==> config.mk <==
export PLATFORM = sky130hd
export DESIGN_NAME = rwd_top
export DESIGN_NICKNAME = d
export VERILOG_FILES = /design/src/pkg/rwd_pkg.sv /design/src/pkg/rwd_cal_if.sv /design/src/rtl/rwd_top.sv /design/src/rtl/rwd_calc.sv /design/src/rtl/rwd_shift_match.sv
export SDC_FILE = /design/constraint.sdc
export NUM_CORES = 1
export LEC_CHECK = 0
export ABC_AREA = 1
export BUFFER_PORTS_ARGS = -buffer_cell sky130_fd_sc_hd__buf_2
export CORE_UTILIZATION = 40
export CTS_CLUSTER_DIAMETER = 50
export DETAILED_ROUTE_END_ITERATION = 10
export PLACE_DENSITY_LB_ADDON = 0.3
export SLEW_MARGIN = 20
export SYNTH_ARGS = -nofsm -noshare
export SYNTH_HDL_FRONTEND = slang
export SYNTH_SLANG_ARGS = --single-unit
==> constraint.sdc <==
create_clock -name clk_i -period 6.4 [get_ports clk_i]
set_input_delay 0.96 -clock clk_i [delete_from_list [all_inputs] [get_ports clk_i]]
set_output_delay 0.96 -clock clk_i [all_outputs]
set_load 0.02 [all_outputs]
==> src/pkg/rwd_pkg.sv <==
// Overview of operation
// - weekday alarm field 1..7 blocks the alarm unless day-of-week matches
// - write with top bits 11 makes wildcard, reads ff; reset ff
// - meridiem bit 31 compared to hours bit 7 if 12-hour at write
// - bits 30:24 hold hour compare, decoded with formats at write time
// - bits 18:16 select week of month, 1..4 nth week, 5 last
// - bits 10:8 compared against day-of-week bits 2:0
// - bits 7:0 compared against the whole month counter
// - shift registers accept full-word and single-byte writes
// - with enable set, matching spring-shift adds one extra hour
// - no field is a wildcard; software keeps every field valid
// - binary/bcd taken at write; later format changes do not alter
// - alarm inside the skipped hour never fires
// - fall-back register uses the same meridiem and hour layout
// - fall-back match suppresses one increment, disarms, re-arms itself
// - fall-back week, weekday and month fields mirror spring-shift
// - alarm in the repeated hour fires twice
package rwd_pkg;

    localparam logic [7:0] RWD_OFF_WDAY = 8'h14;
    localparam logic [7:0] RWD_OFF_FWD  = 8'h18;
    localparam logic [7:0] RWD_OFF_BWD  = 8'h1c;
    localparam logic [7:0] RWD_OFF_CTRL = 8'h20;
    localparam logic [7:0] RWD_OFF_STAT = 8'h24;
    localparam logic [7:0] RWD_OFF_CLR  = 8'h28;
    localparam logic [7:0] RWD_OFF_IEN  = 8'h2c;

    localparam int RWD_MER_POS  = 31;
    localparam int RWD_HOUR_LSB = 24;
    localparam int RWD_WEEK_LSB = 16;
    localparam int RWD_DOW_LSB  = 8;
    localparam int RWD_CTL_STE  = 0;
    localparam int RWD_CTL_BIN  = 1;
    localparam int RWD_CTL_12H  = 2;
    localparam int RWD_EV_ALARM = 0;
    localparam int RWD_EV_FWD   = 1;
    localparam int RWD_EV_BWD   = 2;

    localparam logic [7:0] RWD_WDAY_RST  = 8'hff;
    localparam logic [1:0] RWD_WILD_TOP  = 2'h3;
    localparam logic [2:0] RWD_WEEK_LAST = 3'h5;
    localparam logic [2:0] RWD_CTRL_RST  = 3'h0;
    localparam logic [4:0] RWD_HOUR_MAX  = 5'h17;
    localparam logic [4:0] RWD_WEEK_DAYS = 5'h07;

    typedef struct packed {
        logic       mer;
        logic [6:0] hour;
        logic [2:0] week;
        logic [2:0] dow;
        logic [7:0] month;
        logic       fmt_bin;
        logic       fmt_12h;
    } rwd_shift_t;

    localparam rwd_shift_t RWD_SHIFT_RST = '0;

    typedef enum logic [1:0] {
        RWD_FB_ARMED = 2'b01,
        RWD_FB_HOLD  = 2'b10
    } rwd_fb_t;

    function automatic logic [7:0] rwd_to_bin(input logic [7:0] v, input logic bin);
        return bin ? v : 8'({4'h0, v[7:4]} * 8'h0a + {4'h0, v[3:0]});
    endfunction : rwd_to_bin

    function automatic logic [4:0] rwd_hour24(input logic [7:0] h, input logic bin, input logic h12);
        logic [7:0] v;
        v = rwd_to_bin({1'b0, h[6:0]}, bin);
        if (h12) begin
            if (v == 8'h0c) begin
                v = 8'h00;
            end
            if (h[7]) begin
                v = 8'(v + 8'h0c);
            end
        end
        return v[4:0];
    endfunction : rwd_hour24

endpackage : rwd_pkg

==> src/pkg/rwd_cal_if.sv <==
interface rwd_cal_if;
    logic [4:0] next_hour;
    logic [7:0] month;
    logic [2:0] dow;
    logic [2:0] week;
    logic       last;
    modport calc  (output next_hour, month, dow, week, last);
    modport match (input  next_hour, month, dow, week, last);
endinterface : rwd_cal_if

==> src/rtl/rwd_top.sv <==
module rwd_top
    import rwd_pkg::*;
(
    input  logic        clk_i,
    input  logic        nrst_i,
    input  logic        psel_i,
    input  logic        penable_i,
    input  logic        pwrite_i,
    input  logic [7:0]  paddr_i,
    input  logic [31:0] pwdata_i,
    input  logic [3:0]  pstrb_i,
    output logic [31:0] prdata_o,
    output logic        pready_o,
    output logic        pslverr_o,
    input  logic [7:0]  hours_i,
    input  logic [7:0]  month_i,
    input  logic [2:0]  dow_i,
    input  logic [7:0]  mday_i,
    input  logic [4:0]  days_in_month_i,
    input  logic        hour_tick_i,
    input  logic        alarm_raw_i,
    output logic        alarm_o,
    output logic        hour_add_o,
    output logic        hour_hold_o,
    output logic        summer_time_enable_o,
    output logic        binary_format_select_o,
    output logic        hour_12_mode_o,
    output logic        irq_o
);

    typedef struct packed {
        logic [7:0]  wday;
        rwd_shift_t  fwd;
        rwd_shift_t  bwd;
        logic [2:0]  ctrl;
        logic [2:0]  stat;
        logic [2:0]  ien;
        logic [31:0] prdata;
        rwd_fb_t     fb;
        logic        alarm;
    } rwd_st_t;

    rwd_st_t q_ff;
    rwd_st_t nxt_q;

    rwd_cal_if cal ();

    logic        fwd_match;
    logic        bwd_match;
    logic        setup;
    logic        access;
    logic        wr;
    logic        mapped;
    logic [31:0] rd;
    logic        ste;
    logic        wday_ok;
    logic        qualified;
    logic [2:0]  ev;
    logic [2:0]  clr;

    function automatic logic [31:0] shift_rd(input rwd_shift_t s);
        logic [31:0] r;
        r                                  = '0;
        r[RWD_MER_POS]                     = s.mer;
        r[RWD_HOUR_LSB+:7]                 = s.hour;
        r[RWD_WEEK_LSB+:3]                 = s.week;
        r[RWD_DOW_LSB+:3]                  = s.dow;
        r[7:0]                             = s.month;
        return r;
    endfunction : shift_rd

    function automatic rwd_shift_t shift_wr(input rwd_shift_t s, input logic [31:0] d,
                                           input logic [3:0] strb, input logic [2:0] ctrl);
        rwd_shift_t r;
        r = s;
        if (strb[3]) begin
            r.mer  = d[RWD_MER_POS];
            r.hour = d[RWD_HOUR_LSB+:7];
        end
        if (strb[2]) begin
            r.week = d[RWD_WEEK_LSB+:3];
        end
        if (strb[1]) begin
            r.dow = d[RWD_DOW_LSB+:3];
        end
        if (strb[0]) begin
            r.month = d[7:0];
        end
        // formats frozen at write so later mode changes leave values alone
        r.fmt_bin = ctrl[RWD_CTL_BIN];
        r.fmt_12h = ctrl[RWD_CTL_12H];
        return r;
    endfunction : shift_wr

    rwd_calc u_calc (
        .hours_i         (hours_i),
        .month_i         (month_i),
        .dow_i           (dow_i),
        .mday_i          (mday_i),
        .days_in_month_i (days_in_month_i),
        .bin_i           (q_ff.ctrl[RWD_CTL_BIN]),
        .h12_i           (q_ff.ctrl[RWD_CTL_12H]),
        .cal             (cal.calc)
    );

    rwd_shift_match u_fwd (
        .cfg_i   (q_ff.fwd),
        .cal     (cal.match),
        .match_o (fwd_match)
    );

    rwd_shift_match u_bwd (
        .cfg_i   (q_ff.bwd),
        .cal     (cal.match),
        .match_o (bwd_match)
    );

    // zero wait states; read data captured in the setup phase
    assign setup    = psel_i && !penable_i;
    assign access   = psel_i && penable_i;
    assign wr       = access && pwrite_i;
    assign pready_o = 1'b1;

    always_comb begin
        mapped = 1'b1;
        rd     = '0;
        if (paddr_i == RWD_OFF_WDAY) begin
            rd[7:0] = q_ff.wday;
        end else if (paddr_i == RWD_OFF_FWD) begin
            rd = shift_rd(q_ff.fwd);
        end else if (paddr_i == RWD_OFF_BWD) begin
            rd = shift_rd(q_ff.bwd);
        end else if (paddr_i == RWD_OFF_CTRL) begin
            rd[2:0] = q_ff.ctrl;
        end else if (paddr_i == RWD_OFF_STAT) begin
            rd[2:0] = q_ff.stat;
        end else if (paddr_i == RWD_OFF_CLR) begin
            rd = '0;
        end else if (paddr_i == RWD_OFF_IEN) begin
            rd[2:0] = q_ff.ien;
        end else begin
            mapped = 1'b0;
        end
    end

    assign pslverr_o = access && !mapped;
    assign prdata_o  = q_ff.prdata;

    assign ste = q_ff.ctrl[RWD_CTL_STE];

    // weekday gate: only 1..7 restricts, wildcard and others pass
    assign wday_ok = (q_ff.wday == 8'h00) || (q_ff.wday > 8'h07) || (q_ff.wday[2:0] == dow_i);

    // extra hour jumps the counter past the whole skipped hour, so no
    // alarm inside it can match; the tick cycle itself is also masked
    // because the counter may show the skipped hour for one cycle
    assign hour_add_o = ste && hour_tick_i && fwd_match;
    assign qualified  = alarm_raw_i && wday_ok && !hour_add_o;

    // the repeated hour is not masked, so its alarm fires twice
    assign hour_hold_o = ste && hour_tick_i && bwd_match && (q_ff.fb == RWD_FB_ARMED);

    assign ev = {hour_hold_o, hour_add_o, qualified};
    assign clr = (wr && (paddr_i == RWD_OFF_CLR)) ? pwdata_i[2:0] : 3'h0;

    always_comb begin
        nxt_q = q_ff;
        if (setup) begin
            nxt_q.prdata = rd;
        end
        if (wr && (paddr_i == RWD_OFF_WDAY) && pstrb_i[0]) begin
            if (pwdata_i[7:6] == RWD_WILD_TOP) begin
                nxt_q.wday = RWD_WDAY_RST;
            end else begin
                nxt_q.wday = pwdata_i[7:0];
            end
        end
        if (wr && (paddr_i == RWD_OFF_FWD)) begin
            nxt_q.fwd = shift_wr(q_ff.fwd, pwdata_i, pstrb_i, q_ff.ctrl);
        end
        if (wr && (paddr_i == RWD_OFF_BWD)) begin
            nxt_q.bwd = shift_wr(q_ff.bwd, pwdata_i, pstrb_i, q_ff.ctrl);
        end
        if (wr && (paddr_i == RWD_OFF_CTRL) && pstrb_i[0]) begin
            nxt_q.ctrl = pwdata_i[2:0];
        end
        if (wr && (paddr_i == RWD_OFF_IEN) && pstrb_i[0]) begin
            nxt_q.ien = pwdata_i[2:0];
        end
        // a new event wins over a clear in the same cycle
        nxt_q.stat  = (q_ff.stat & ~clr) | ev;
        nxt_q.alarm = qualified;
        case (q_ff.fb)
            RWD_FB_ARMED: begin
                if (hour_hold_o) begin
                    nxt_q.fb = RWD_FB_HOLD;
                end
            end
            RWD_FB_HOLD: begin
                // the repeated hour's end tick is skipped, then re-arm
                if (!ste || hour_tick_i) begin
                    nxt_q.fb = RWD_FB_ARMED;
                end
            end
            default: begin
                nxt_q.fb = RWD_FB_ARMED;
            end
        endcase
    end

    always_ff @(posedge clk_i or negedge nrst_i) begin
        if (!nrst_i) begin
            q_ff        <= '0;
            q_ff.wday   <= RWD_WDAY_RST;
            q_ff.fwd    <= RWD_SHIFT_RST;
            q_ff.bwd    <= RWD_SHIFT_RST;
            q_ff.ctrl   <= RWD_CTRL_RST;
            q_ff.fb     <= RWD_FB_ARMED;
        end else begin
            q_ff <= nxt_q;
        end
    end

    assign alarm_o                = q_ff.alarm;
    assign irq_o                  = |(q_ff.stat & q_ff.ien);
    assign summer_time_enable_o   = ste;
    assign binary_format_select_o = q_ff.ctrl[RWD_CTL_BIN];
    assign hour_12_mode_o         = q_ff.ctrl[RWD_CTL_12H];
endmodule : rwd_top

==> src/rtl/rwd_calc.sv <==
module rwd_calc
    import rwd_pkg::*;
(
    input  logic [7:0]  hours_i,
    input  logic [7:0]  month_i,
    input  logic [2:0]  dow_i,
    input  logic [7:0]  mday_i,
    input  logic [4:0]  days_in_month_i,
    input  logic        bin_i,
    input  logic        h12_i,
    rwd_cal_if.calc     cal
);
    logic [4:0] cur_h;
    logic [4:0] md;

    always_comb begin
        cur_h         = rwd_hour24(hours_i, bin_i, h12_i);
        md            = 5'(rwd_to_bin(mday_i, bin_i));
        cal.next_hour = (cur_h >= RWD_HOUR_MAX) ? 5'h00 : 5'(cur_h + 5'h01);
        cal.month     = rwd_to_bin(month_i, bin_i);
        cal.dow       = dow_i;
        // week of month from day of month, 1..5
        if (md <= 5'h07) begin
            cal.week = 3'h1;
        end else if (md <= 5'h0e) begin
            cal.week = 3'h2;
        end else if (md <= 5'h15) begin
            cal.week = 3'h3;
        end else if (md <= 5'h1c) begin
            cal.week = 3'h4;
        end else begin
            cal.week = 3'h5;
        end
        // last occurrence of this weekday in the month
        cal.last = ({1'b0, md} + {1'b0, RWD_WEEK_DAYS}) > {1'b0, days_in_month_i};
    end
endmodule : rwd_calc

==> src/rtl/rwd_shift_match.sv <==
module rwd_shift_match
    import rwd_pkg::*;
(
    input  rwd_shift_t  cfg_i,
    rwd_cal_if.match    cal,
    output logic        match_o
);
    logic hour_ok;
    logic week_ok;
    logic month_ok;
    logic dow_ok;

    always_comb begin
        // stored formats, not the current ones, decode the fields
        hour_ok  = rwd_hour24({cfg_i.mer, cfg_i.hour}, cfg_i.fmt_bin, cfg_i.fmt_12h) == cal.next_hour;
        month_ok = rwd_to_bin(cfg_i.month, cfg_i.fmt_bin) == cal.month;
        dow_ok   = cfg_i.dow == cal.dow;
        // no wildcard: week 0 or 6..7 never matches
        if (cfg_i.week == RWD_WEEK_LAST) begin
            week_ok = cal.last;
        end else begin
            week_ok = (cfg_i.week != 3'h0) && (cfg_i.week == cal.week);
        end
        match_o = hour_ok && month_ok && dow_ok && week_ok;
    end
endmodule : rwd_shift_match

==> flow_metrics.py <==
metrics = {
    "run_status": {
        "status": "finished, final reports clean",
    },
    "worst_setup_path": {
        "cp-start-kind": "input port",
        "rrSetupSlack_ps": 3080,
        "critical_path.max_stage_delay_ps": 410,
        "cp.required_ps": 5440,
        "path_cells": "buf_2, ha_1, ha_1, a21oi_1, nand2_1, nand2_1, nand2_1, o21ai_0, nand2_1, nand2_1, nand2_1, ha_1, or2_2, xor2_1, inv_1, nand2_4, nand2_1, nand2_1, nand2_1, nor2_1, nand3_2, inv_1, buf_2",
        "r2r_start": "q_ff[88]",
        "slowest_stage": "xor2_1",
        "r2r_end": "q_ff[38]",
        "rr_worst_depth": 17,
        "cp_common_cell": "nand2_1",
        "cp.arrival_ps": 4360,
        "path_max_fanout": 9,
        "critPathKind": "input port to primary output",
        "worst_setup_path_end_kind": "primary output",
    },
    "place": {
        "gp_congestion": 0.868,
        "port_buffers": 102,
        "dp_hpwl_mm": 15.6,
    },
    "cells_and_area": {
        "drive_gt1_frac": 0.153,
        "diodes": 0,
        "fin_nets": 1314,
        "synthToLayoutAreaGrowth_pct": 10.7,
        "layout_commonest_cell": "nand2_1",
        "layout_common_cells": "nand2_1 (298), inv_1 (161), buf_2 (101)",
    },
    "clock_tree": {
        "cts_tree": "done",
        "cts_htree_levels": 3,
        "cts_resized": 0,
        "cts.root.buffer_cell": "clkbuf_16",
        "clockBufferDepth": 2,
        "clock_latency_ps": 360,
        "holdBufCountCts": 0,
        "clk_pin_slew_ps": 60,
        "post-cts-setup-buffers": 0,
        "clkSinkCount": 90,
        "numCtsBuffers": 9,
    },
    "min_path": {
        "holdPathEnd": "prdata_o[7]",
        "min-delay-start": "prdata_o[7]",
        "hold_path_depth": 2,
        "min_path_type": "flop to flop",
    },
    "logic_synthesis": {
        "synth_edf_count": 0,
        "ys_ff_latch": 90,
        "synth_cell_types": 51,
        "synthCells": 1090,
        "syn_area_mm2": 0.00765,
        "yosysSeqAreaShare": 0.296,
        "yosys_warnings": 0,
        "avgSynthCellArea_um2": 7.02,
        "async_reset_ff_frac": 1.00,
        "synth-main-ff-cell": "dfrtp_1",
    },
    "power": {
        "peakVddDrop_uv": 175,
        "power_uw": 1450,
        "powerDensity_mw_per_mm2": 172,
        "leakagePower_uw": 0.00450,
    },
    "drt": {
        "routedWlPerCell_um": 14.0,
        "wirelength_mm": 19.7,
        "ant_nets": 0,
        "vias": 7022,
        "first_iter_violations": 304,
        "drc": 0,
        "dr.pass1.iters": 5,
        "vias_per_cell": 5.00,
    },
    "die": {
        "pin_count": 124,
        "initial_core_util": 0.409,
        "dieArea_mm2": 0.0197,
        "core_mm2": 0.0187,
        "std_cell_rows": 50,
        "fp.dieW_um": 140,
        "dieHeight_um": 140,
    },
    "global_route": {
        "grt_first_pass_wirelength_mm": 32.6,
        "overflow": 0,
        "grtUsageTotal": 0.211,
        "first_global_vias": 6616,
        "grt_max_degree": 60,
        "antenna_found_initial": 0,
    },
    "timing": {
        "clock_skew_ps": 9.15,
        "rsz0062_at_grt": "false",
        "slew_headroom": 0.361,
        "hold_viol": 0,
        "finalHoldWorstSlack_ps": 476,
        "fin_tns_setup_ps": 0,
        "min_period_over_period": 0.831,
        "worst_pin_slew_ps": 958,
        "drv_slew": 0,
        "setup_viol": 0,
        "period_needed_ps": 5320,
        "fmax_mhz": 188,
    },
    "job": {
        "cap_viol_max_count": 0,
    },
}
## logic make-up (layout without fill, tap and decap cells)
group	after synthesis	after routing	share of synthesized area
and+or+nand+nor	500	500	0.284
buffers and inverters	222	292	0.129
AOI/OAI and AO/OA	176	176	0.133
DFF	90	90	0.296
adders and majority gates	67	67	0.119
xor gates and xnor gates	32	32	0.0366
other	2	11	0.000982
muxes	1	1	0.00131
## worst max path at each step
stage | start | to
3_5_place_dp | hours_i[4] | hour_add_o
2_1_floorplan | hours_i[4] | hour_hold_o
6_report | hours_i[4] | hour_hold_o
4_1_cts | hours_i[4] | hour_hold_o
3_3_place_gp | hours_i[4] | hour_hold_o
5_1_grt | hours_i[4] | hour_hold_o
## synthesized netlist by cell type (3+ instances only)
library cell / instances / area (um^2)
nand2_2: 13 / 81.3
a21boi_0: 4 / 30.0
fa_1: 10 / 200
nor2_2: 6 / 37.5
nand4_1: 10 / 62.6
o21ai_0: 92 / 460
a21oi_1: 34 / 170
xor2_1: 14 / 123
buf_4: 33 / 248
inv_2: 6 / 22.5
dfstp_2: 9 / 236
o21ai_1: 4 / 20.0
nand2_4: 3 / 33.8
nor3_1: 7 / 35.0
buf_2: 4 / 20.0
nand3b_1: 5 / 37.5
ha_1: 57 / 713
inv_1: 161 / 604
o21ai_2: 3 / 26.3
clkbuf_1: 13 / 48.8
nor2_1: 73 / 274
a221oi_1: 5 / 43.8
nand2_1: 298 / 1120
o21a_1: 4 / 30.0
or2_2: 6 / 37.5
o22ai_1: 10 / 62.6
o31ai_1: 5 / 37.5
o211ai_1: 6 / 45.0
xnor2_1: 18 / 158
nand3_2: 7 / 70.1
buf_6: 3 / 33.8
dfrtp_1: 81 / 2030
nand3_1: 64 / 320
## cell type report
cell class / count / area [um^2]
inverter: 169 / 634
timing repair buffer: 107 / 551
fill: 1907 / 10200
clock buffer: 11 / 233
tap: 234 / 293
sequential: 90 / 2260
multi-input combinational: 787 / 4430
clock inverter: 5 / 55.1
## critical path: cells and delay by family
family / cells / cell delay (ps)
adder cells (fa/ha/maj): 3 / 820
AND/OR/NAND/NOR: 13 / 1430
buffers and inverters: 4 / 490
AO/OA/AOI/OAI: 2 / 240
XOR/XNOR: 1 / 410
## layer usage
metal  GRT usage  up-vias  part of all wire
met3      0.0424       23             0.042
met1       0.284     3217              0.49
met4      0.0602        0             0.021
li1            -     3606                 -
met5           0        -                 0
met2       0.343      176              0.45
## report_power, final
group	internal, uW	switching, uW	total (uW)
clock network	302	232	533
logic	124	211	335
registers	576	7.10	584
total	1000	450	1450
## stage by stage
| step | instances | util | instance area (um^2) | setup slack, ps |
|---|---|---|---|---|
| floorplan | 1099 | - | 7680 | 1700 |
| global placement | 1387 | 0.437 | 8170 | 1160 |
| detailed placement | 1387 | 0.437 | 8170 | 1130 |
| CTS | 1403 | 0.452 | 8460 | 1110 |
| global route | 1403 | 0.452 | 8460 | 747 |
| finish | 1403 | 0.452 | 8460 | 1080 |
## state kept, by name (all words and copies together), names as in the netlist
name and flops:
prdata_o 22, hour_12_mode_o 1, q_ff 64, alarm_o 1, summer_time_enable_o 1, binary_format_select_o 1
No activity file was read; power rests on OpenSTA's default activity.
